File: config.mk
export PLATFORM = sky130hd
export DESIGN_NAME = uhps_seq
export DESIGN_NICKNAME = d
export VERILOG_FILES = /design/src/design/uhps_pkg.sv /design/src/design/uhps_seq.sv
export SDC_FILE = /design/constraint.sdc
export NUM_CORES = 1
export LEC_CHECK = 0
export BUFFER_PORTS_ARGS = -buffer_cell sky130_fd_sc_hd__buf_2
export CAP_MARGIN = 20
export CORE_MARGIN = 2
export CORE_UTILIZATION = 30
export CTS_CLUSTER_DIAMETER = 200
export DETAILED_ROUTE_END_ITERATION = 10
export SLEW_MARGIN = 30
export SYNTH_ARGS = -nofsm -noshare
export SYNTH_HDL_FRONTEND = slang
export SYNTH_SLANG_ARGS = --single-unit
File: constraint.sdc
create_clock -name i_clk -period 3.2 [get_ports i_clk]
set_input_delay 0.32 -clock i_clk [delete_from_list [all_inputs] [get_ports i_clk]]
set_output_delay 0.32 -clock i_clk [all_outputs]
set_load 0.005 [all_outputs]
File: src/design/uhps_pkg.sv
// Package for the host port operational and suspend sequencer
package uhps_pkg;
   localparam int          CLK_HZ           = 10_000_000;
   // Register byte offsets
   localparam logic [11:0] ADDR_CMD         = 12'h000;
   localparam logic [11:0] ADDR_STATE       = 12'h004;
   localparam logic [11:0] ADDR_XCVR        = 12'h008;
   localparam logic [11:0] ADDR_CTRL        = 12'h00c;
   localparam logic [11:0] ADDR_INT_STAT    = 12'h010;
   localparam logic [11:0] ADDR_INT_MASK    = 12'h014;
   // Command codes in the host state command field
   localparam logic [2:0]  CMD_NONE         = 3'h0;
   localparam logic [2:0]  CMD_OPERATIONAL  = 3'h5;
   localparam logic [2:0]  CMD_SUSPEND      = 3'h6;
   // Field positions
   localparam int          CMD_ABORT_BIT    = 7;
   localparam int          CTRL_WAKE_BIT    = 0;
   localparam int          CTRL_SPEED_LSB   = 4;
   localparam int          INT_SUSP_BIT     = 0;
   localparam int          INT_FIRST_BIT    = 1;
   // Host state monitor values
   localparam logic [2:0]  HST_IDLE         = 3'h0;
   localparam logic [2:0]  HST_OPERATIONAL  = 3'h5;
   localparam logic [2:0]  HST_SUSPEND      = 3'h6;
   // Attached speed codes
   localparam logic [1:0]  SPD_HS           = 2'h0;
   localparam logic [1:0]  SPD_FS           = 2'h1;
   localparam logic [1:0]  SPD_LS           = 2'h2;
   // Transceiver operating modes
   localparam logic [1:0]  OPM_NORMAL       = 2'h0;
   localparam logic [1:0]  OPM_NO_STUFF     = 2'h2;
   localparam logic [1:0]  OPM_SLEEP        = 2'h3;
   // Reset values
   localparam logic [1:0]  RST_TRANSCEIVER_OPERATING_MODE       = OPM_NO_STUFF;
   localparam logic [1:0]  RST_SPEED        = SPD_FS;
   // Times, in ns, and derived cycle counts
   localparam int          T_HS_MIN_NS      = 120_000;
   localparam int          T_HS_MAX_NS      = 130_000;
   localparam int          T_FL_MIN_NS      = 900_000;
   localparam int          T_FL_MAX_NS      = 1_100_000;
   localparam int          T_RSM_MIN_NS     = 5_000_000;
   localparam int          NS_PER_CLK       = 1_000_000_000 / CLK_HZ;
   localparam int          CYC_HS_MIN       = (T_HS_MIN_NS + NS_PER_CLK - 1) / NS_PER_CLK;
   localparam int          CYC_HS_MAX       = T_HS_MAX_NS / NS_PER_CLK;
   localparam int          CYC_FL_MIN       = (T_FL_MIN_NS + NS_PER_CLK - 1) / NS_PER_CLK;
   localparam int          CYC_FL_MAX       = T_FL_MAX_NS / NS_PER_CLK;
   localparam int          CYC_RSM_MIN      = (T_RSM_MIN_NS + NS_PER_CLK - 1) / NS_PER_CLK;
   // Chosen target points, strictly inside the windows
   localparam int          CYC_HS_SOF       = (CYC_HS_MIN + CYC_HS_MAX) / 2;
   localparam int          CYC_FL_SOF       = (CYC_FL_MIN + CYC_FL_MAX) / 2;
   localparam int          CYC_RSM_WAIT     = CYC_RSM_MIN + 1;
   localparam int          ABORT_CYCLES     = 6;
   localparam int          CNT_W            = 20;

   typedef enum logic [2:0] {
      SQ_IDLE   = 3'b000,
      SQ_OP_WT  = 3'b001,
      SQ_OP_RUN = 3'b010,
      SQ_SU_TX  = 3'b011,
      SQ_SU_SEL = 3'b100,
      SQ_SU_WT  = 3'b101,
      SQ_SU_DN  = 3'b110
   } uhps_seq_t;
endpackage : uhps_pkg

File: src/design/uhps_seq.sv
// Host port sequencer for the go-operational and go-suspend commands
`timescale 1ns/1ps
`default_nettype none

module uhps_seq
   import uhps_pkg::*;
#(
   parameter int RSM_WAIT = CYC_RSM_WAIT
) (
   input  wire logic        i_clk,
   input  wire logic        i_rst_n,
   input  wire logic        i_ce,
   input  wire logic        i_psel,
   input  wire logic        i_penable,
   input  wire logic        i_pwrite,
   input  wire logic [11:0] i_paddr,
   input  wire logic [31:0] i_pwdata,
   input  wire logic        i_txn_busy,
   input  wire logic        i_chan_go,
   output logic [31:0]      o_prdata,
   output logic             o_pready,
   output logic             o_pslverr,
   output logic [1:0]       o_transceiver_operating_mode,
   output logic             o_transceiver_speed_choice,
   output logic             o_termination_choice,
   output logic             o_disconnect_detect_en,
   output logic             o_wakeup_detect_en,
   output logic             o_sof_pulse,
   output logic             o_keepalive_pulse,
   output logic             o_traffic_en,
   output logic             o_irq
);

   typedef struct packed {
      uhps_seq_t        seq;
      logic [CNT_W-1:0] cnt;
      logic [2:0]       host_state_monitor;
      logic [2:0]       abort_cnt;
      logic             state_command_abort;
      logic [1:0]       transceiver_operating_mode;
      logic             hs_sel;
      logic             hs_term;
      logic             disc_en;
      logic             wake_en;
      logic             sof;
      logic             keep;
      logic             traffic;
      logic             remote_wakeup_receipt_permit;
      logic [1:0]       attached_speed;
      logic [1:0]       int_stat;
      logic [1:0]       int_mask;
      logic [31:0]      prdata;
      logic             pready;
      logic             pslverr;
      logic             irq;
   } uhps_state_t;

   uhps_state_t st_ff;
   uhps_state_t nxt_st;

   function automatic logic [CNT_W-1:0] first_mark_wait(input logic [1:0] spd);
      first_mark_wait = (spd == SPD_HS) ? CNT_W'(CYC_HS_SOF) : CNT_W'(CYC_FL_SOF);
   endfunction : first_mark_wait

   logic       acc;
   logic       wr;
   logic       rd;
   logic       mapped;
   logic [1:0] ev;

   always_comb begin
      acc    = i_psel && i_penable && !st_ff.pready;
      wr     = acc && i_pwrite;
      rd     = acc && !i_pwrite;
      mapped = (i_paddr == ADDR_CMD) || (i_paddr == ADDR_STATE) || (i_paddr == ADDR_XCVR)
               || (i_paddr == ADDR_CTRL) || (i_paddr == ADDR_INT_STAT)
               || (i_paddr == ADDR_INT_MASK);
      ev     = 2'h0;
      nxt_st = st_ff;
      nxt_st.sof    = 1'b0;
      nxt_st.keep   = 1'b0;
      nxt_st.pready = acc;
      nxt_st.pslverr = acc && !mapped;
      if (st_ff.cnt != '0) begin
         nxt_st.cnt = st_ff.cnt - CNT_W'(1);
      end
      if (st_ff.state_command_abort) begin
         nxt_st.abort_cnt = st_ff.abort_cnt + 3'h1;
         if (st_ff.abort_cnt == 3'(ABORT_CYCLES - 1)) begin
            nxt_st.state_command_abort = 1'b0;
            nxt_st.abort_cnt = 3'h0;
         end
      end
      unique case (st_ff.seq)
         SQ_OP_WT: begin
            if (st_ff.cnt == CNT_W'(1)) begin
               nxt_st.sof  = (st_ff.attached_speed != SPD_LS);
               nxt_st.keep = (st_ff.attached_speed == SPD_LS);
               nxt_st.traffic = 1'b1;
               nxt_st.seq  = SQ_OP_RUN;
               ev[INT_FIRST_BIT] = 1'b1;
            end
         end
         SQ_SU_TX: begin
            if (!i_txn_busy) begin
               if (st_ff.attached_speed == SPD_HS) begin
                  nxt_st.hs_sel  = 1'b0;
                  nxt_st.hs_term = 1'b0;
                  nxt_st.seq     = SQ_SU_SEL;
               end else begin
                  nxt_st.transceiver_operating_mode = OPM_SLEEP;
                  nxt_st.cnt    = CNT_W'(RSM_WAIT);
                  nxt_st.seq    = SQ_SU_WT;
               end
            end
         end
         SQ_SU_SEL: begin
            nxt_st.transceiver_operating_mode = OPM_SLEEP;
            nxt_st.cnt    = CNT_W'(RSM_WAIT);
            nxt_st.seq    = SQ_SU_WT;
         end
         SQ_SU_WT: begin
            if (st_ff.cnt == CNT_W'(1)) begin
               nxt_st.disc_en = 1'b1;
               nxt_st.wake_en = st_ff.remote_wakeup_receipt_permit;
               ev[INT_SUSP_BIT] = 1'b1;
               nxt_st.seq = SQ_SU_DN;
            end
         end
         default: begin
         end
      endcase
      if (wr) begin
         unique case (i_paddr)
            ADDR_CMD: begin
               if (i_pwdata[CMD_ABORT_BIT]) begin
                  nxt_st.state_command_abort = 1'b1;
                  nxt_st.abort_cnt = 3'h0;
                  nxt_st.seq = SQ_IDLE;
                  nxt_st.cnt = '0;
               end else if (i_pwdata[2:0] == CMD_OPERATIONAL) begin
                  nxt_st.host_state_monitor = HST_OPERATIONAL;
                  nxt_st.transceiver_operating_mode  = OPM_NORMAL;
                  nxt_st.disc_en = 1'b1;
                  nxt_st.traffic = 1'b0;
                  nxt_st.cnt = first_mark_wait(st_ff.attached_speed);
                  nxt_st.seq = SQ_OP_WT;
               end else if (i_pwdata[2:0] == CMD_SUSPEND) begin
                  nxt_st.host_state_monitor = HST_SUSPEND;
                  nxt_st.disc_en = 1'b0;
                  nxt_st.wake_en = 1'b0;
                  nxt_st.traffic = 1'b0;
                  nxt_st.cnt = '0;
                  nxt_st.seq = SQ_SU_TX;
               end
            end
            ADDR_XCVR: begin
               nxt_st.hs_sel  = i_pwdata[2];
               nxt_st.hs_term = i_pwdata[3];
            end
            ADDR_CTRL: begin
               nxt_st.remote_wakeup_receipt_permit = i_pwdata[CTRL_WAKE_BIT];
               nxt_st.attached_speed = i_pwdata[CTRL_SPEED_LSB +: 2];
            end
            ADDR_INT_MASK: nxt_st.int_mask = i_pwdata[1:0];
            default: begin
            end
         endcase
      end
      nxt_st.prdata = 32'h0;
      if (rd) begin
         unique case (i_paddr)
            ADDR_CMD:   nxt_st.prdata[CMD_ABORT_BIT] = st_ff.state_command_abort;
            ADDR_STATE: nxt_st.prdata[2:0] = st_ff.host_state_monitor;
            ADDR_XCVR:  nxt_st.prdata[3:0] = {st_ff.hs_term, st_ff.hs_sel, st_ff.transceiver_operating_mode};
            ADDR_CTRL:  nxt_st.prdata[5:0] = {st_ff.attached_speed, 3'h0,
                                              st_ff.remote_wakeup_receipt_permit};
            ADDR_INT_STAT: nxt_st.prdata[1:0] = st_ff.int_stat;
            ADDR_INT_MASK: nxt_st.prdata[1:0] = st_ff.int_mask;
            default: nxt_st.prdata = 32'h0;
         endcase
      end
      // Read clears, but an event in the same cycle still lands
      if (rd && i_paddr == ADDR_INT_STAT) begin
         nxt_st.int_stat = ev;
      end else begin
         nxt_st.int_stat = st_ff.int_stat | ev;
      end
      nxt_st.irq = |(nxt_st.int_stat & nxt_st.int_mask);
   end

   always_ff @(posedge i_clk or negedge i_rst_n) begin
      if (!i_rst_n) begin
         st_ff <= '{seq: SQ_IDLE, host_state_monitor: HST_IDLE, transceiver_operating_mode: RST_TRANSCEIVER_OPERATING_MODE,
                    attached_speed: RST_SPEED, default: '0};
      end else if (i_ce) begin
         st_ff <= nxt_st;
      end
   end

   // Traffic beyond the first marker is launched by channel settings only
   logic chan_go_unused;
   assign chan_go_unused = i_chan_go;

   assign o_prdata                     = st_ff.prdata;
   assign o_pready                     = st_ff.pready;
   assign o_pslverr                    = st_ff.pslverr;
   assign o_transceiver_operating_mode = st_ff.transceiver_operating_mode;
   assign o_transceiver_speed_choice   = st_ff.hs_sel;
   assign o_termination_choice         = st_ff.hs_term;
   assign o_disconnect_detect_en       = st_ff.disc_en;
   assign o_wakeup_detect_en           = st_ff.wake_en;
   assign o_sof_pulse                  = st_ff.sof;
   assign o_keepalive_pulse            = st_ff.keep;
   assign o_traffic_en                 = st_ff.traffic;
   assign o_irq                        = st_ff.irq;

   op_state_a: assert property (@(posedge i_clk) disable iff (!i_rst_n)
      (i_ce && wr && i_paddr == ADDR_CMD && !i_pwdata[CMD_ABORT_BIT]
       && i_pwdata[2:0] == CMD_OPERATIONAL)
      |=> st_ff.host_state_monitor == HST_OPERATIONAL && o_disconnect_detect_en
          && o_transceiver_operating_mode == OPM_NORMAL)
      else $error("operational entry wrong");
   su_state_a: assert property (@(posedge i_clk) disable iff (!i_rst_n)
      (i_ce && wr && i_paddr == ADDR_CMD && !i_pwdata[CMD_ABORT_BIT]
       && i_pwdata[2:0] == CMD_SUSPEND)
      |=> st_ff.host_state_monitor == HST_SUSPEND && !o_disconnect_detect_en
          && !o_wakeup_detect_en)
      else $error("suspend entry wrong");
   mark_kind_a: assert property (@(posedge i_clk) disable iff (!i_rst_n)
      o_keepalive_pulse |-> st_ff.attached_speed == SPD_LS && !o_sof_pulse)
      else $error("wrong first marker kind");
   hs_window_a: assert property (@(posedge i_clk) disable iff (!i_rst_n)
      (i_ce && wr && i_paddr == ADDR_CMD && !i_pwdata[CMD_ABORT_BIT]
       && i_pwdata[2:0] == CMD_OPERATIONAL && st_ff.attached_speed == SPD_HS)
      |=> st_ff.cnt > CNT_W'(CYC_HS_MIN) && st_ff.cnt < CNT_W'(CYC_HS_MAX))
      else $error("hs marker window");
   fl_window_a: assert property (@(posedge i_clk) disable iff (!i_rst_n)
      (i_ce && wr && i_paddr == ADDR_CMD && !i_pwdata[CMD_ABORT_BIT]
       && i_pwdata[2:0] == CMD_OPERATIONAL && st_ff.attached_speed != SPD_HS)
      |=> st_ff.cnt > CNT_W'(CYC_FL_MIN) && st_ff.cnt < CNT_W'(CYC_FL_MAX))
      else $error("fs ls marker window");
   mark_step_a: assert property (@(posedge i_clk) disable iff (!i_rst_n)
      (i_ce && !wr && st_ff.seq == SQ_OP_WT && st_ff.cnt > CNT_W'(1))
      |=> st_ff.seq == SQ_OP_WT && st_ff.cnt == $past(st_ff.cnt) - CNT_W'(1))
      else $error("marker countdown skipped");
   mark_fire_a: assert property (@(posedge i_clk) disable iff (!i_rst_n)
      (i_ce && !wr && st_ff.seq == SQ_OP_WT && st_ff.cnt == CNT_W'(1))
      |=> (o_sof_pulse || o_keepalive_pulse) && st_ff.seq == SQ_OP_RUN)
      else $error("first marker missing");
   sof_kind_a: assert property (@(posedge i_clk) disable iff (!i_rst_n)
      o_sof_pulse |-> st_ff.attached_speed != SPD_LS && !o_keepalive_pulse)
      else $error("frame start on low speed");
   traffic_on_a: assert property (@(posedge i_clk) disable iff (!i_rst_n)
      (o_sof_pulse || o_keepalive_pulse) |-> o_traffic_en)
      else $error("traffic not enabled at marker");
   traffic_off_a: assert property (@(posedge i_clk) disable iff (!i_rst_n)
      st_ff.seq == SQ_OP_WT |-> !o_traffic_en)
      else $error("traffic before first marker");
   sleep_gate_a: assert property (@(posedge i_clk) disable iff (!i_rst_n)
      ($rose(o_transceiver_operating_mode == OPM_SLEEP) && st_ff.attached_speed == SPD_HS)
      |-> !o_transceiver_speed_choice && !o_termination_choice)
      else $error("sleep before full speed select");
   txn_wait_a: assert property (@(posedge i_clk) disable iff (!i_rst_n)
      (st_ff.seq == SQ_SU_TX && i_txn_busy) |=> o_transceiver_operating_mode != OPM_SLEEP
      || st_ff.seq != SQ_SU_WT)
      else $error("powered down during transaction");
   rearm_a: assert property (@(posedge i_clk) disable iff (!i_rst_n)
      (st_ff.seq == SQ_SU_WT && st_ff.cnt > CNT_W'(1)) |-> !o_disconnect_detect_en)
      else $error("detection rearmed early");
   done_flag_a: assert property (@(posedge i_clk) disable iff (!i_rst_n)
      $rose(o_disconnect_detect_en) && st_ff.seq == SQ_SU_DN
      |-> st_ff.int_stat[INT_SUSP_BIT]
          && o_wakeup_detect_en == st_ff.remote_wakeup_receipt_permit)
      else $error("done flag missing");
   abort_clr_a: assert property (@(posedge i_clk) disable iff (!i_rst_n)
      (st_ff.state_command_abort && st_ff.abort_cnt == 3'h0 && i_ce) ##1 i_ce [*5]
      |=> !st_ff.state_command_abort)
      else $error("abort bit stuck");
   irq_a: assert property (@(posedge i_clk) disable iff (!i_rst_n)
      o_irq == |(st_ff.int_stat & st_ff.int_mask))
      else $error("interrupt mismatch");
   hs_select_a: assert property (@(posedge i_clk) disable iff (!i_rst_n)
      (i_ce && !wr && st_ff.seq == SQ_SU_TX && !i_txn_busy
       && st_ff.attached_speed == SPD_HS)
      |=> !o_transceiver_speed_choice && !o_termination_choice && st_ff.seq == SQ_SU_SEL)
      else $error("hs selections not dropped");
   hs_sleep_a: assert property (@(posedge i_clk) disable iff (!i_rst_n)
      (i_ce && !wr && st_ff.seq == SQ_SU_SEL)
      |=> o_transceiver_operating_mode == OPM_SLEEP && st_ff.seq == SQ_SU_WT)
      else $error("hs power-down missing");
   fl_sleep_a: assert property (@(posedge i_clk) disable iff (!i_rst_n)
      (i_ce && !wr && st_ff.seq == SQ_SU_TX && !i_txn_busy
       && st_ff.attached_speed != SPD_HS)
      |=> o_transceiver_operating_mode == OPM_SLEEP
          && o_transceiver_speed_choice == $past(o_transceiver_speed_choice)
          && o_termination_choice == $past(o_termination_choice))
      else $error("fs ls power-down wrong");
   detect_hold_a: assert property (@(posedge i_clk) disable iff (!i_rst_n)
      (st_ff.seq == SQ_SU_TX || st_ff.seq == SQ_SU_SEL || st_ff.seq == SQ_SU_WT)
      |-> !o_disconnect_detect_en && !o_wakeup_detect_en)
      else $error("detection on during suspend entry");
   done_set_a: assert property (@(posedge i_clk) disable iff (!i_rst_n)
      (i_ce && !wr && st_ff.seq == SQ_SU_WT && st_ff.cnt == CNT_W'(1))
      |=> o_disconnect_detect_en && st_ff.int_stat[INT_SUSP_BIT] && st_ff.seq == SQ_SU_DN)
      else $error("suspend completion missing");
   stat_hold_a: assert property (@(posedge i_clk) disable iff (!i_rst_n)
      (i_ce && !(rd && i_paddr == ADDR_INT_STAT))
      |=> (st_ff.int_stat & $past(st_ff.int_stat)) == $past(st_ff.int_stat))
      else $error("status flag lost");
   abort_set_a: assert property (@(posedge i_clk) disable iff (!i_rst_n)
      (i_ce && wr && i_paddr == ADDR_CMD && i_pwdata[CMD_ABORT_BIT])
      |=> st_ff.state_command_abort && st_ff.seq == SQ_IDLE)
      else $error("abort not taken");
   pready_one_a: assert property (@(posedge i_clk) disable iff (!i_rst_n)
      (i_ce && o_pready) |=> !o_pready)
      else $error("ready held too long");
   slverr_ready_a: assert property (@(posedge i_clk) disable iff (!i_rst_n)
      o_pslverr |-> o_pready)
      else $error("error without ready");
   ce_freeze_a: assert property (@(posedge i_clk) disable iff (!i_rst_n)
      !i_ce |=> st_ff == $past(st_ff))
      else $error("state moved while disabled");

endmodule : uhps_seq

`default_nettype wire

==> results of run 1 <==
how the worst max path moves through the flow:
stage / from / end / slack (ns) / cells past startpoint
6_report: st_ff[74]$_DFFE_PN0P_ / st_ff[63]$_DFFE_PN0P_ / 0.73 / 5
4_1_cts: st_ff[40]$_DFFE_PN0P_ / st_ff[70]$_DFFE_PN0P_ / 0.72 / 6
3_5_place_dp: i_paddr[0] / st_ff[63]$_DFFE_PN0P_ / 0.56 / 6
2_1_floorplan: i_paddr[0] / st_ff[63]$_DFFE_PN0P_ / 0.79 / 6
5_1_grt: st_ff[74]$_DFFE_PN0P_ / st_ff[73]$_DFFE_PN0P_ / 0.48 / 5
3_3_place_gp: i_paddr[0] / st_ff[63]$_DFFE_PN0P_ / 0.59 / 6
power by group through the flow:
stage	logic, µW	registers, µW	clock network [µW]
final	469	933	551
after CTS	463	931	561
after global placement	450	941	0
after detailed placement	461	942	0
after global routing	518	943	595
after floorplan	363	903	0
cell usage in the layout (no fill, tap or decap), types with 5 or more instances in the layout:
cell        n
buf_2      43
a21oi_1    15
o2bb2ai_1   6
a31oi_1    12
conb_1     25
o21ai_0    22
o31ai_1     6
nand3_1    10
clkbuf_16   5
a211oi_1    8
nand4_1     6
mux2_2      7
o31a_1      5
dfrtp_1    54
nand2_1    25
nor3_1     19
nor2_1     21
inv_1      23
and3_1      6
nor4_1      7
buf_4      11
or4_1       5
kinds of logic (layout without fill, tap and decap cells):
family,after synthesis,after routing,synth area share [%]
compound gates,126,126,24.9
xor+xnor,2,2,0.471
fa+ha+maj,3,3,1.01
buf+inv,78,85,11.7
flops,56,56,37.7
mux,9,9,2.66
other cells,1,25,0.101
simple gates,138,138,21.4
routing by layer:
| layer | wire (µm) | up-vias |
|---|---|---|
| li1 | - | 1571 |
| met5 | 0 | - |
| met1 | 4410 | 1660 |
| met3 | 546 | 18 |
| met2 | 4770 | 124 |
| met4 | 149 | 0 |
critical path: stages, from the launching register on:
cell,delay [ns]
dfrtp_1,0.45
nor4_1,0.49
and2_1,0.50
and3_1,0.52
nor3_1,0.11
a221o_1,0.28
stage by stage:
step | cells | util (%) | setup WS, ns
6_report | 612 | 34.1 | 0.735
5_1_grt | 612 | 34.1 | 0.484
4_1_cts | 612 | 34.1 | 0.719
3_5_place_dp | 604 | 32.9 | 0.564
3_3_place_gp | 604 | 32.9 | 0.586
2_1_floorplan | 437 | - | 0.792
layout make-up:
cell class	instances	share of cell area (%)
multi-input combinational	303	48.0
sequential	56	34.1
clock buffer	6	3.13
inverter	23	2.10
tap	168	5.11
timing repair buffer	54	7.24
clock inverter	2	0.304
==> summary.txt, run 1 <==
Run status
  – Outcome: finished clean

Worst hold path
  – Class of the worst hold path: input port to asynchronous set/reset pin

CTS
  – Hold Buf Count CTS: 0
  – CTS Buffer Depth: 2
  – TritonCTS clock tree: built
  – Root buffer selected by CTS: clkbuf_16
  – # Post-CTS Setup Buffers: 0
  – Clock input transition at the sequential cells of the worst setup and hold paths: 0.08 ns
  – Number of sinks on the clock net: 56
  – Number of instances resized during post-cts repair: 0
  – Htree depth: 2
  – Worst-Skew Late Latency: 0.30 ns
  – Total CTS buffers: 5

Global routing
  – All-layer global routing usage: between 10% and 20%
  – Busiest layer in global routing: met2
  – Maximum number of pins on one net before global-route repair: 46
  – Wire length of the first global-routing pass: 15.9 mm
  – Met1 capacity usage during global routing: 20.6%
  – Initial antenna violation count: 0
  – Vias in the first global route: 3,090
  – Met3 track demand over resource in global routing: 2.74%
  – Met2 usage: 24.5%
  – Grt total ovfl: 0

Setup path
  – Worst Reg2Reg Path Length in Cells: 5
  – Largest fanout of any net on the critical path: 12
  – Startpoint type of the worst setup path: flip-flop
  – Kind of end point of the critical path: flip-flop
  – Worst reg2reg setup slack: 0.73 ns
  – Worst endpoint data arrival time: 2.65 ns
  – Required time reported for the critical path endpoint: roughly 3.4 ns
  – Worst r2r src: st_ff[74]$_DFFE_PN0P_
  – Worst r2r dst: st_ff[63]$_DFFE_PN0P_
  – Critical path type: flip-flop to flip-flop

Synth
  – Post-Synthesis Cell Area: about 0.0037 mm²
  – Number of enable-type register cells in the synthesized netlist: 0
  – Share of the yosys chip area belonging to registers: 37.7%
  – Fraction of registers with async set/reset: 100%
  – Yosys cell types: 71
  – Synth Area per Inst: around 9.0 µm²
  – Ranking of synthesized cells by area: dfrtp_1, buf_4, o21ai_0
  – Ys Warns: 0
  – Cell taking the most area after synthesis: dfrtp_1
  – Dominant synthesized flop cell: dfrtp_1
  – Share of Yosys cell area claimed by the top area cell type: 36.3%
  – Most numerous cell in the Yosys netlist: dfrtp_1
  – Top cells by instance count after synthesis: dfrtp_1, buf_4, nand2_1
  – Gate count after technology mapping: 413
  – Count of state elements after synthesis: 56

Final layout
  – Number of flip-flops under the largest register name: 37
  – Fill count: between 1,000 and 1,500
  – Layout Cell Area excl Fill: 0.00411 mm²
  – Count of inserted antenna diode cells: 0
  – Register ranked first by flip-flop count: st_ff
  – Combined area of the multi-input logic cells: slightly below 0.002 mm²
  – Footprint of the flip-flops and latches: 0.00140 mm²
  – Number of nets in the layout: 498
  – Layout cell share with drive strength beyond 1: between 10% and 20%
  – Synthesis-to-finish area growth: 10.5%

Timing
  – Setup-violating endpoint count in the final report: 0
  – Count of final max-slew check failures: 0
  – Post-route clock skew: 0.0162 ns
  – Relative slew slack: between 40 and 50%
  – Final cycle utilization of the critical path: 77.0%
  – Hold_ws: around 0.036 ns
  – Final Critical Period: 2.47 ns
  – Final Hold Fails: 0
  – Maximum frequency from static timing analysis: 0.406 GHz
  – Pin slew with the least headroom to its limit: 0.829 ns
  – Post-Route Setup TNS: 0 ns
  – Setup repair after global routing missed its margin: no

Route
  – Detailed-route vias per instance: 5.51
  – Aggregate routed wire length: 9.88 mm
  – WL per Instance: 16.1 µm
  – Remaining DRCs: 0
  – TritonRoute pass-1 iters: 5
  – Initial DRC count: 180
  – Number of nets with antenna violations after routing: 0
  – Vias post-DR: 3,373

Pwr
  – Portion of total power attributed to sequential cells: 47.8%
  – Power per cell area: 475 mW/mm²
  – Overall power: around 2000 µW
  – Comb power frac: 24.0%
  – Switching power of the nets: 655 µW
  – Total leakage power: 0.00179 µW
  – Internal Dissipation: 1300 µW
  – Largest vdd supply drop: about 210 µV
  – Switching part of the total: 33.6%
  – Part of the total power dissipated in the clock network: 28.2%

Floorplan
  – Floorplan Core Area: 0.0121 mm²
  – Effective utilization at floorplan: 30.9%
  – Horiz. Die Dim: 115 µm
  – Cell row count: 40
  – Vert. Die Dim: around 120 µm
  – Die area: about 0.013 mm²
  – Number of I/O pins: 96

Placement
  – Port Buffers: 44
  – Final weighted congestion in routability-driven placement: 0.848
  – DPL Wire Length: 7.03 mm
  – Cell area after placement: between 0.003 and 0.004 mm²

Run
  – Number of max-cap violations: 0
Note: power is estimated with default switching activity, not from simulation.
==> run 2, diff against run 1 <==
==> constraint.sdc (replaced) <==
create_clock -name i_clk -period 2.1 [get_ports i_clk]
set_input_delay 0.21 -clock i_clk [delete_from_list [all_inputs] [get_ports i_clk]]
set_output_delay 0.21 -clock i_clk [all_outputs]
set_load 0.005 [all_outputs]
==> run 2 against run 1 <==
Compared with the run above: setup slack got worse by 0.75 ns; non-clock buffer count increased by 69; core utilization increased by 6.0 points; power increased by 74%; clock power increased by 55%; first-iteration DRC count increased by 100%; critical endpoint is now st_ff[79]$_DFFE_PN0P_; the flow now finishes with violations (setup timing); clock skew decreased by 0.0075 ns; critical path depth increased by 2.
==> summary.txt, run 2 (synthesis gave the netlist of run 1 again) <==
Run status
  – Outcome: complete, but fails checks
  – Failing checks: setup timing

CTS
  – Root buffer selected by CTS: clkbuf_16
  – TritonCTS clock tree: built
  – Htree depth: 2 (unchanged)
  – Total CTS buffers: 5 (unchanged)
  – CTS Buffer Depth: 2 (unchanged)
  – Number of sinks on the clock net: 56 (unchanged)
  – Worst-Skew Late Latency: 0.30 ns (about the same)
  – Clock input transition at the sequential cells of the worst setup and hold paths: 0.07 ns (about the same)

Floorplan
  – Number of I/O pins: 96 (unchanged)
  – Vert. Die Dim: 115 µm (unchanged)
  – Horiz. Die Dim: 115 µm (unchanged)
  – Cell row count: 40 (unchanged)
  – Die area: 0.0133 mm² (unchanged)
  – Floorplan Core Area: 0.0121 mm² (unchanged)
  – Effective utilization at floorplan: 30.9% (unchanged)

Route
  – Detailed-route vias per instance: 5.40 (-2.1%)
  – Vias post-DR: 3,681 (+9.1%)
  – Remaining DRCs: 0 (unchanged)
  – Number of nets with antenna violations after routing: 0 (unchanged)
  – Aggregate routed wire length: 11.3 mm (+15%)
  – TritonRoute pass-1 iters: 5 (unchanged)
  – WL per Instance: 16.6 µm (+2.9%)
  – Initial DRC count: 364 (+100%)

Placement
  – Cell total after placement: 668 (+11%)
  – Port Buffers: 44 (unchanged)
  – DPL Wire Length: 8.41 mm (+20%)
  – Final weighted congestion in routability-driven placement: 0.934 (+10%)

Timing
  – Post-Route Setup TNS: -0.0172 ns (-0.0172 ns)
  – Relative slew slack: 58.2% (+14 points)
  – Hold_ws: 0.114 ns (+0.0775 ns)
  – Setup-violating endpoint count in the final report: 1 (+1)
  – Setup repair after global routing missed its margin: yes
  – Slack of the critical path: -0.0172 ns (-0.752 ns)
  – Post-route clock skew: 0.00869 ns (-0.00748 ns)
  – Pin slew with the least headroom to its limit: 0.627 ns (-0.202 ns)
  – Count of final max-slew check failures: 0 (unchanged)
  – Final Critical Period: 2.12 ns
  – Maximum frequency from static timing analysis: about 0.47 GHz
  – Final cycle utilization of the critical path: 101%
  – Final Hold Fails: 0 (unchanged)

Setup path
  – Kind of end point of the critical path: flip-flop
  – Critical path type: input port to flip-flop
  – Largest fanout of any net on the critical path: 6 (-6)
  – Worst endpoint data arrival time: 2.35 ns (-0.30 ns)
  – Required time reported for the critical path endpoint: 2.33 ns (-1.06 ns)
  – Startpoint type of the worst setup path: input port

Final layout
  – Commonest non-fill, non-tap cells in the layout: buf_4, dfrtp_1, buf_2
  – Count of inserted antenna diode cells: 0 (unchanged)
  – Number of flip-flops under the largest register name: 37 (unchanged)
  – Number of standard cells in the layout, taps in and fillers out: 682 (+11%)
  – Commonest non-fill, non-tap cell in the layout: buf_4
  – Synthesis-to-finish area growth: 29.8%
  – Number of nets in the layout: 568 (+14%)
  – Final core utilization: 40.1% (+6.0 points)
  – Layout cell share with drive strength beyond 1: 33.9% (+15 points)
  – Register ranked first by flip-flop count: st_ff

Pwr
  – Part of the total power dissipated in the clock network: 25.3% (-2.9 points)
  – Switching power of the nets: 1160 µW (+78%)
  – Power per cell area: 701 mW/mm² (+48%)
  – Largest vdd supply drop: 333 µV (+57%)
  – Switching part of the total: 34.4% (+0.80 points)
  – Comb power frac: 33.1% (+9.1 points)
  – Total leakage power: 0.00217 µW (+21%)
  – Portion of total power attributed to sequential cells: 41.6% (-6.2 points)
  – Internal Dissipation: 2220 µW (+71%)

Global routing
  – Vias in the first global route: 3,377 (+9.3%)
  – All-layer global routing usage: 17.1% (+2.0 points)
  – Grt total ovfl: 0 (unchanged)
  – Initial antenna violation count: 1 (+1)
  – Wire length of the first global-routing pass: 17.9 mm (+13%)
  – Maximum number of pins on one net before global-route repair: 29 (-37%)

Run
  – Number of max-cap violations: 0 (unchanged)

Worst hold path
  – Class of the worst hold path: input port to flip-flop
## run 2: cell types whose count changed in the layout (fill, tap and decap cells not counted), moves of 2 or more
cell | previous run | this run
buf_6 | 0 | 3
or4_1 | 5 | 3
o31ai_1 | 6 | 3
nor3_2 | 0 | 3
buf_4 | 11 | 75
nor3_1 | 19 | 15
or4_4 | 2 | 5
nor3b_4 | 0 | 2
nor4_1 | 7 | 5
o21ai_1 | 3 | 5
nor3b_1 | 4 | 2
o21ai_0 | 22 | 20
o31ai_4 | 1 | 4
## run 2: cell type report
class                   instances  area, µm²
multi-input cells             304       2140
clock inverters                 3       22.5
repair buffers                123        842
well taps                     168        210
flip-flops and latches         56       1410
inverters                      23       86.3
fillers                      1182       7230
clock buffers                   5        125
## run 2: through the flow
stage / setup WS, ns / area (µm²) / total power, µW
after global routing: -0.0651 / 4830 / 3570
after global placement: -0.322 / 4510 / 2390
after floorplan: -0.133 / 3860 / 1940
after detailed placement: -0.331 / 4510 / 2400
final: -0.0172 / 4830 / 3390
after CTS: 0.00191 / 4690 / 3290
## run 2: path summary, 6_finish.rpt
| kind | startpoint | end | slack (ns) | cells past startpoint |
|---|---|---|---|---|
| worst max-delay path | i_paddr[0] | st_ff[79]$_DFFE_PN0P_ | -0.02 | 7 |
| worst min-delay path | i_pwdata[3] | o_termination_choice$_DFFE_PN0P_ | 0.11 | 3 |
| worst max register to register | o_pready$_DFFE_PN0P_ | st_ff[63]$_DFFE_PN0P_ | 0.02 | 6 |
| worst min register to register | o_prdata[5]$_DFFE_PN0P_ | o_prdata[5]$_DFFE_PN0P_ | 0.49 | 2 |
| max in group asynchronous | i_rst_n | st_ff[76]$_DFFE_PN0P_ | 0.92 | 3 |
| min in group asynchronous | i_rst_n | o_transceiver_operating_mode[0]$_DFFE_PN0P_ | 0.46 | 2 |
## run 2: critical path: stages
cell	delay [ns]
buf_6	0.09
or4_4	0.54
or4_4	0.63
buf_6	0.17
or3_4	0.35
a211o_1	0.29
o21ai_1	0.06
## run 2: timing repair
| item | 4_1_cts | 5_1_grt |
|---|---|---|
| pin swaps | 0 | 9 |
| buffers inserted | 0 | 4 |
| hold buffers | 1 | 0 |
| endpoints found under the hold margin | 24 | 0 |
| gates cloned | 0 | 1 |
| resized for setup | 7 | 23 |
| endpoints found under the setup margin | 9 | 30 |
## run 2: metal layers
metal	GRT usage (%)	up-vias	routed length (µm)
met5	0	-	13
met4	5.30	2	203
met3	3.27	19	753
met2	25.3	140	5150
met1	25.1	1808	5210
li1	-	1712	-
## run 2: power by group through the flow
| stage | combinational, µW | clock, µW | sequential, µW |
|---|---|---|---|
| floorplan | 561 | 0 | 1380 |
| finish | 1120 | 856 | 1410 |
| detailed placement | 994 | 0 | 1400 |
| global placement | 991 | 0 | 1400 |
| global route | 1220 | 921 | 1430 |
| CTS | 1020 | 881 | 1380 |
==> run 3, diff against run 2 <==
--- a/config.mk
+++ b/config.mk
@@ -5,6 +5,7 @@
 export SDC_FILE = /design/constraint.sdc
 export NUM_CORES = 1
 export LEC_CHECK = 0
+export ABC_AREA = 1
 export BUFFER_PORTS_ARGS = -buffer_cell sky130_fd_sc_hd__buf_2
 export CAP_MARGIN = 20
 export CORE_MARGIN = 2
==> run 3 against run 2 <==
Compared with the run above: the flow now finishes without violations; sequential share of layout area increased by 3.4 points; sequential power increased by 8%; setup slack improved by 0.44 ns; final area decreased by 11%; register-to-register slack improved by 0.40 ns; final cell count increased by 8.8%; wire length decreased by 15%; clock skew decreased by 0.0023 ns; critical path type is now flip-flop to flip-flop; highest routed layer is now met4.
==> summary.txt, run 3 <==
Final layout
  – Commonest non-fill, non-tap cell in the layout: nand2_1
  – Fill count: 1,350 (+14%)
  – Number of standard cells in the layout, taps in and fillers out: 742 (+8.8%)
  – Number of nets in the layout: 624 (+9.9%)
  – Count of inserted antenna diode cells: 0 (unchanged)
  – Commonest non-fill, non-tap cells in the layout: nand2_1, nor2_1, inv_1
  – Register ranked first by flip-flop count: st_ff
  – Combined area of the multi-input logic cells: 0.00200 mm² (-6.4%)
  – Footprint of the flip-flops and latches: 0.00140 mm² (about the same)
  – Synthesis-to-finish area growth: 12.0%
  – Layout cell share with drive strength beyond 1: 19.5% (-14 points)
  – Number of flip-flops under the largest register name: 37 (unchanged)

Global routing
  – Vias in the first global route: 3,345 (-0.95%)
  – Wire length of the first global-routing pass: 16.3 mm (-9.2%)
  – Initial antenna violation count: 0 (-1)
  – Grt total ovfl: 0 (unchanged)
  – Maximum number of pins on one net before global-route repair: 37 (+28%)
  – All-layer global routing usage: 14.5% (-2.6 points)

Synth
  – Top cells by instance count after synthesis: nand2_1, nor2_1, inv_1
  – Share of the yosys chip area belonging to registers: 36.4% (-1.3 points)
  – Cell taking the most area after synthesis: dfrtp_1
  – Synth Area per Inst: 7.29 µm² (-19%)
  – Share of Yosys cell area claimed by the top area cell type: 35.0% (-1.3 points)
  – Most numerous cell in the Yosys netlist: nand2_1
  – Number of enable-type register cells in the synthesized netlist: 0 (unchanged)
  – Ys Warns: 0 (unchanged)
  – Yosys cell types: 48 (-32%)
  – Count of state elements after synthesis: 56 (unchanged)
  – Dominant synthesized flop cell: dfrtp_1
  – Fraction of registers with async set/reset: 100% (unchanged)
  – Ranking of synthesized cells by area: dfrtp_1, nand2_1, buf_4
  – Post-Synthesis Cell Area: 0.00386 mm² (+3.7%)
  – Gate count after technology mapping: 529 (+28%)

CTS
  – Number of instances resized during post-cts repair: 0 (-7)
  – CTS Buffer Depth: 2 (unchanged)
  – Number of sinks on the clock net: 56 (unchanged)
  – Total CTS buffers: 5 (unchanged)
  – # Post-CTS Setup Buffers: 0 (unchanged)
  – Root buffer selected by CTS: clkbuf_16
  – Clock input transition at the sequential cells of the worst setup and hold paths: 0.08 ns (about the same)
  – Hold Buf Count CTS: 1 (unchanged)
  – Htree depth: 2 (unchanged)
  – TritonCTS clock tree: built
  – Worst-Skew Late Latency: 0.31 ns (about the same)

Timing
  – Relative slew slack: 63.4% (+5.2 points)
  – Final cycle utilization of the critical path: 79.8% (-21 points)
  – Post-Route Setup TNS: 0 ns (+0.0172 ns)
  – Setup repair after global routing missed its margin: no
  – Final Hold Fails: 0 (unchanged)
  – Pin slew with the least headroom to its limit: 0.549 ns (-0.0782 ns)
  – Setup-violating endpoint count in the final report: 0 (-1)
  – Post-route clock skew: 0.00638 ns (-0.00231 ns)
  – Maximum frequency from static timing analysis: 0.597 GHz (+26%)
  – Slack of the critical path: 0.424 ns (+0.441 ns)
  – Hold_ws: 0.114 ns (+0.00000800 ns)
  – Count of final max-slew check failures: 0 (unchanged)
  – Final Critical Period: 1.68 ns (-0.441 ns)

Setup path
  – Worst endpoint data arrival time: 1.87 ns (-0.48 ns)
  – Required time reported for the critical path endpoint: 2.30 ns (-0.03 ns)
  – Critical path type: flip-flop to flip-flop
  – Crit path largest cell delay: 0.42 ns (-0.21 ns)
  – Largest fanout of any net on the critical path: 4 (-2)
  – Buffering stage count on the worst path with inverters included: 1 (-1)
  – Cells along the critical path: inv_1 > ha_1 > nand2_1 > nor2_1 > nand3_1 > xor2_1 > nand4_1 > nand2_1
  – Kind of end point of the critical path: flip-flop
  – Critical path's slowest cell: dfrtp_1
  – Startpoint type of the worst setup path: flip-flop
  – Critical path's most frequent cell: nand2_1
  – Kind of cell adding the most delay to the critical path: simple AND/OR/NAND/NOR gates

Placement
  – Setup WS pre-CTS: 0.453 ns (+0.783 ns)
  – Final weighted congestion in routability-driven placement: 0.850 (-9.0%)
  – DPL Wire Length: 7.48 mm (-11%)
  – Cell total after placement: 733 (+9.7%)
  – Port Buffers: 44 (unchanged)

Floorplan
  – Vert. Die Dim: 117 µm (+1.8%)
  – Effective utilization at floorplan: 30.7% (-0.16 points)
  – Floorplan Core Area: 0.0126 mm² (+4.2%)
  – Horiz. Die Dim: 117 µm (+1.8%)
  – Die area: 0.0138 mm² (+3.5%)
  – Cell row count: 41 (+2.5%)
  – Number of I/O pins: 96 (unchanged)

Pwr
  – Portion of total power attributed to sequential cells: 39.0% (-2.6 points)
  – Internal Dissipation: 2240 µW (+0.64%)
  – Switching part of the total: 42.4% (+8.0 points)
  – Total leakage power: 0.00226 µW (+4.1%)
  – Comb power frac: 38.1% (+5.0 points)
  – Switching power of the nets: 1650 µW (+41%)
  – Part of the total power dissipated in the clock network: 22.9% (-2.4 points)
  – Power per cell area: 900 mW/mm² (+28%)
  – Largest vdd supply drop: 325 µV (-2.4%)

Route
  – Aggregate routed wire length: 9.63 mm (-15%)
  – WL per Instance: 13.0 µm (-22%)
  – Met2 Wirelength: 4.81 mm (-6.6%)
  – Vias post-DR: 3,439 (-6.6%)
  – Max Used Layer: met4
  – Routed wl met3: 437 µm (-42%)
  – Detailed-route vias per instance: 4.63 (-14%)
  – TritonRoute pass-1 iters: 4 (-1)
  – Number of nets with antenna violations after routing: 0 (unchanged)
  – Wire length on met1: 4.29 mm (-18%)
  – Remaining DRCs: 0 (unchanged)
  – Initial DRC count: 143 (-61%)

Run status
  – Outcome: finished clean

Run
  – Number of max-cap violations: 0 (unchanged)

Worst hold path
  – Class of the worst hold path: input port to flip-flop
-- run 3: cell types whose count changed after synthesis, moves of 15 or more --
cell / change
clkbuf_1: -16
nand2_1: +117
nand3_1: +30
nor3_1: -15
nor2_1: +38
inv_1: +32
-- run 3: worst register-to-register path, cell delays in order (launching register included) --
cell and delay [ns]:
dfrtp_1 0.42, inv_1 0.12, ha_1 0.18, nand2_1 0.10
nor2_1 0.30, nand3_1 0.15, xor2_1 0.17, nand4_1 0.08
nand2_1 0.05
-- run 3: worst paths after layout --
| path | from | end | slack [ns] | cells past startpoint |
|---|---|---|---|---|
| max in group asynchronous | i_rst_n | st_ff[39]$_DFFE_PN1P_ | 1.04 | 3 |
| min in group asynchronous | i_rst_n | st_ff[69]$_DFFE_PN0P_ | 0.42 | 2 |
| worst max register to register | st_ff[58]$_DFFE_PN0P_ | st_ff[76]$_DFFE_PN0P_ | 0.42 | 8 |
| worst min register to register | st_ff[57]$_DFFE_PN0P_ | st_ff[57]$_DFFE_PN0P_ | 0.46 | 2 |
| worst min-delay path | i_pwdata[4] | st_ff[39]$_DFFE_PN1P_ | 0.11 | 3 |
| worst max-delay path | st_ff[58]$_DFFE_PN0P_ | st_ff[76]$_DFFE_PN0P_ | 0.42 | 8 |
-- run 3: layout make-up --
class / instances / share of cell area (%)
multi-input combinational: 390 / 46.3
inverter: 66 / 5.91
tap: 172 / 4.98
timing repair buffer: 50 / 6.78
sequential: 56 / 32.5
clock inverter: 3 / 0.579
clock buffer: 5 / 2.90
-- run 3: kinds of logic (layout without fill, tap and decap cells) --
group	Yosys count	in the layout	share of synthesized area, %
xor gates and xnor gates	7	7	1.59
other	1	25	0.0972
adders and majority gates	3	3	0.973
buffers and inverters	107	124	14.0
DFF	56	56	36.4
and+or+nand+nor	303	303	38.4
AOI/OAI and AO/OA	52	52	8.53
-- run 3: power groups by stage --
stage	clock network [µW]	logic, µW	registers, µW
after floorplan	0	1170	1470
after global placement	0	1430	1520
after detailed placement	0	1480	1530
after CTS	910	1490	1510
after global routing	942	1690	1550
final	888	1480	1520
-- run 3: layer usage --
layer  global-route usage (%)  up-vias
met5                        0        -
met4                     3.99        0
met3                     2.43        8
met2                     25.7       81
met1                     18.1     1634
li1                         -     1716
-- run 3: metrics by stage --
step	utilization, %	power [µW]	cell area, µm²
2_1_floorplan	-	2640	3950
3_3_place_gp	33.1	2950	4160
3_5_place_dp	33.1	3010	4160
4_1_cts	34.4	3910	4320
5_1_grt	34.4	4180	4320
6_report	34.4	3890	4320
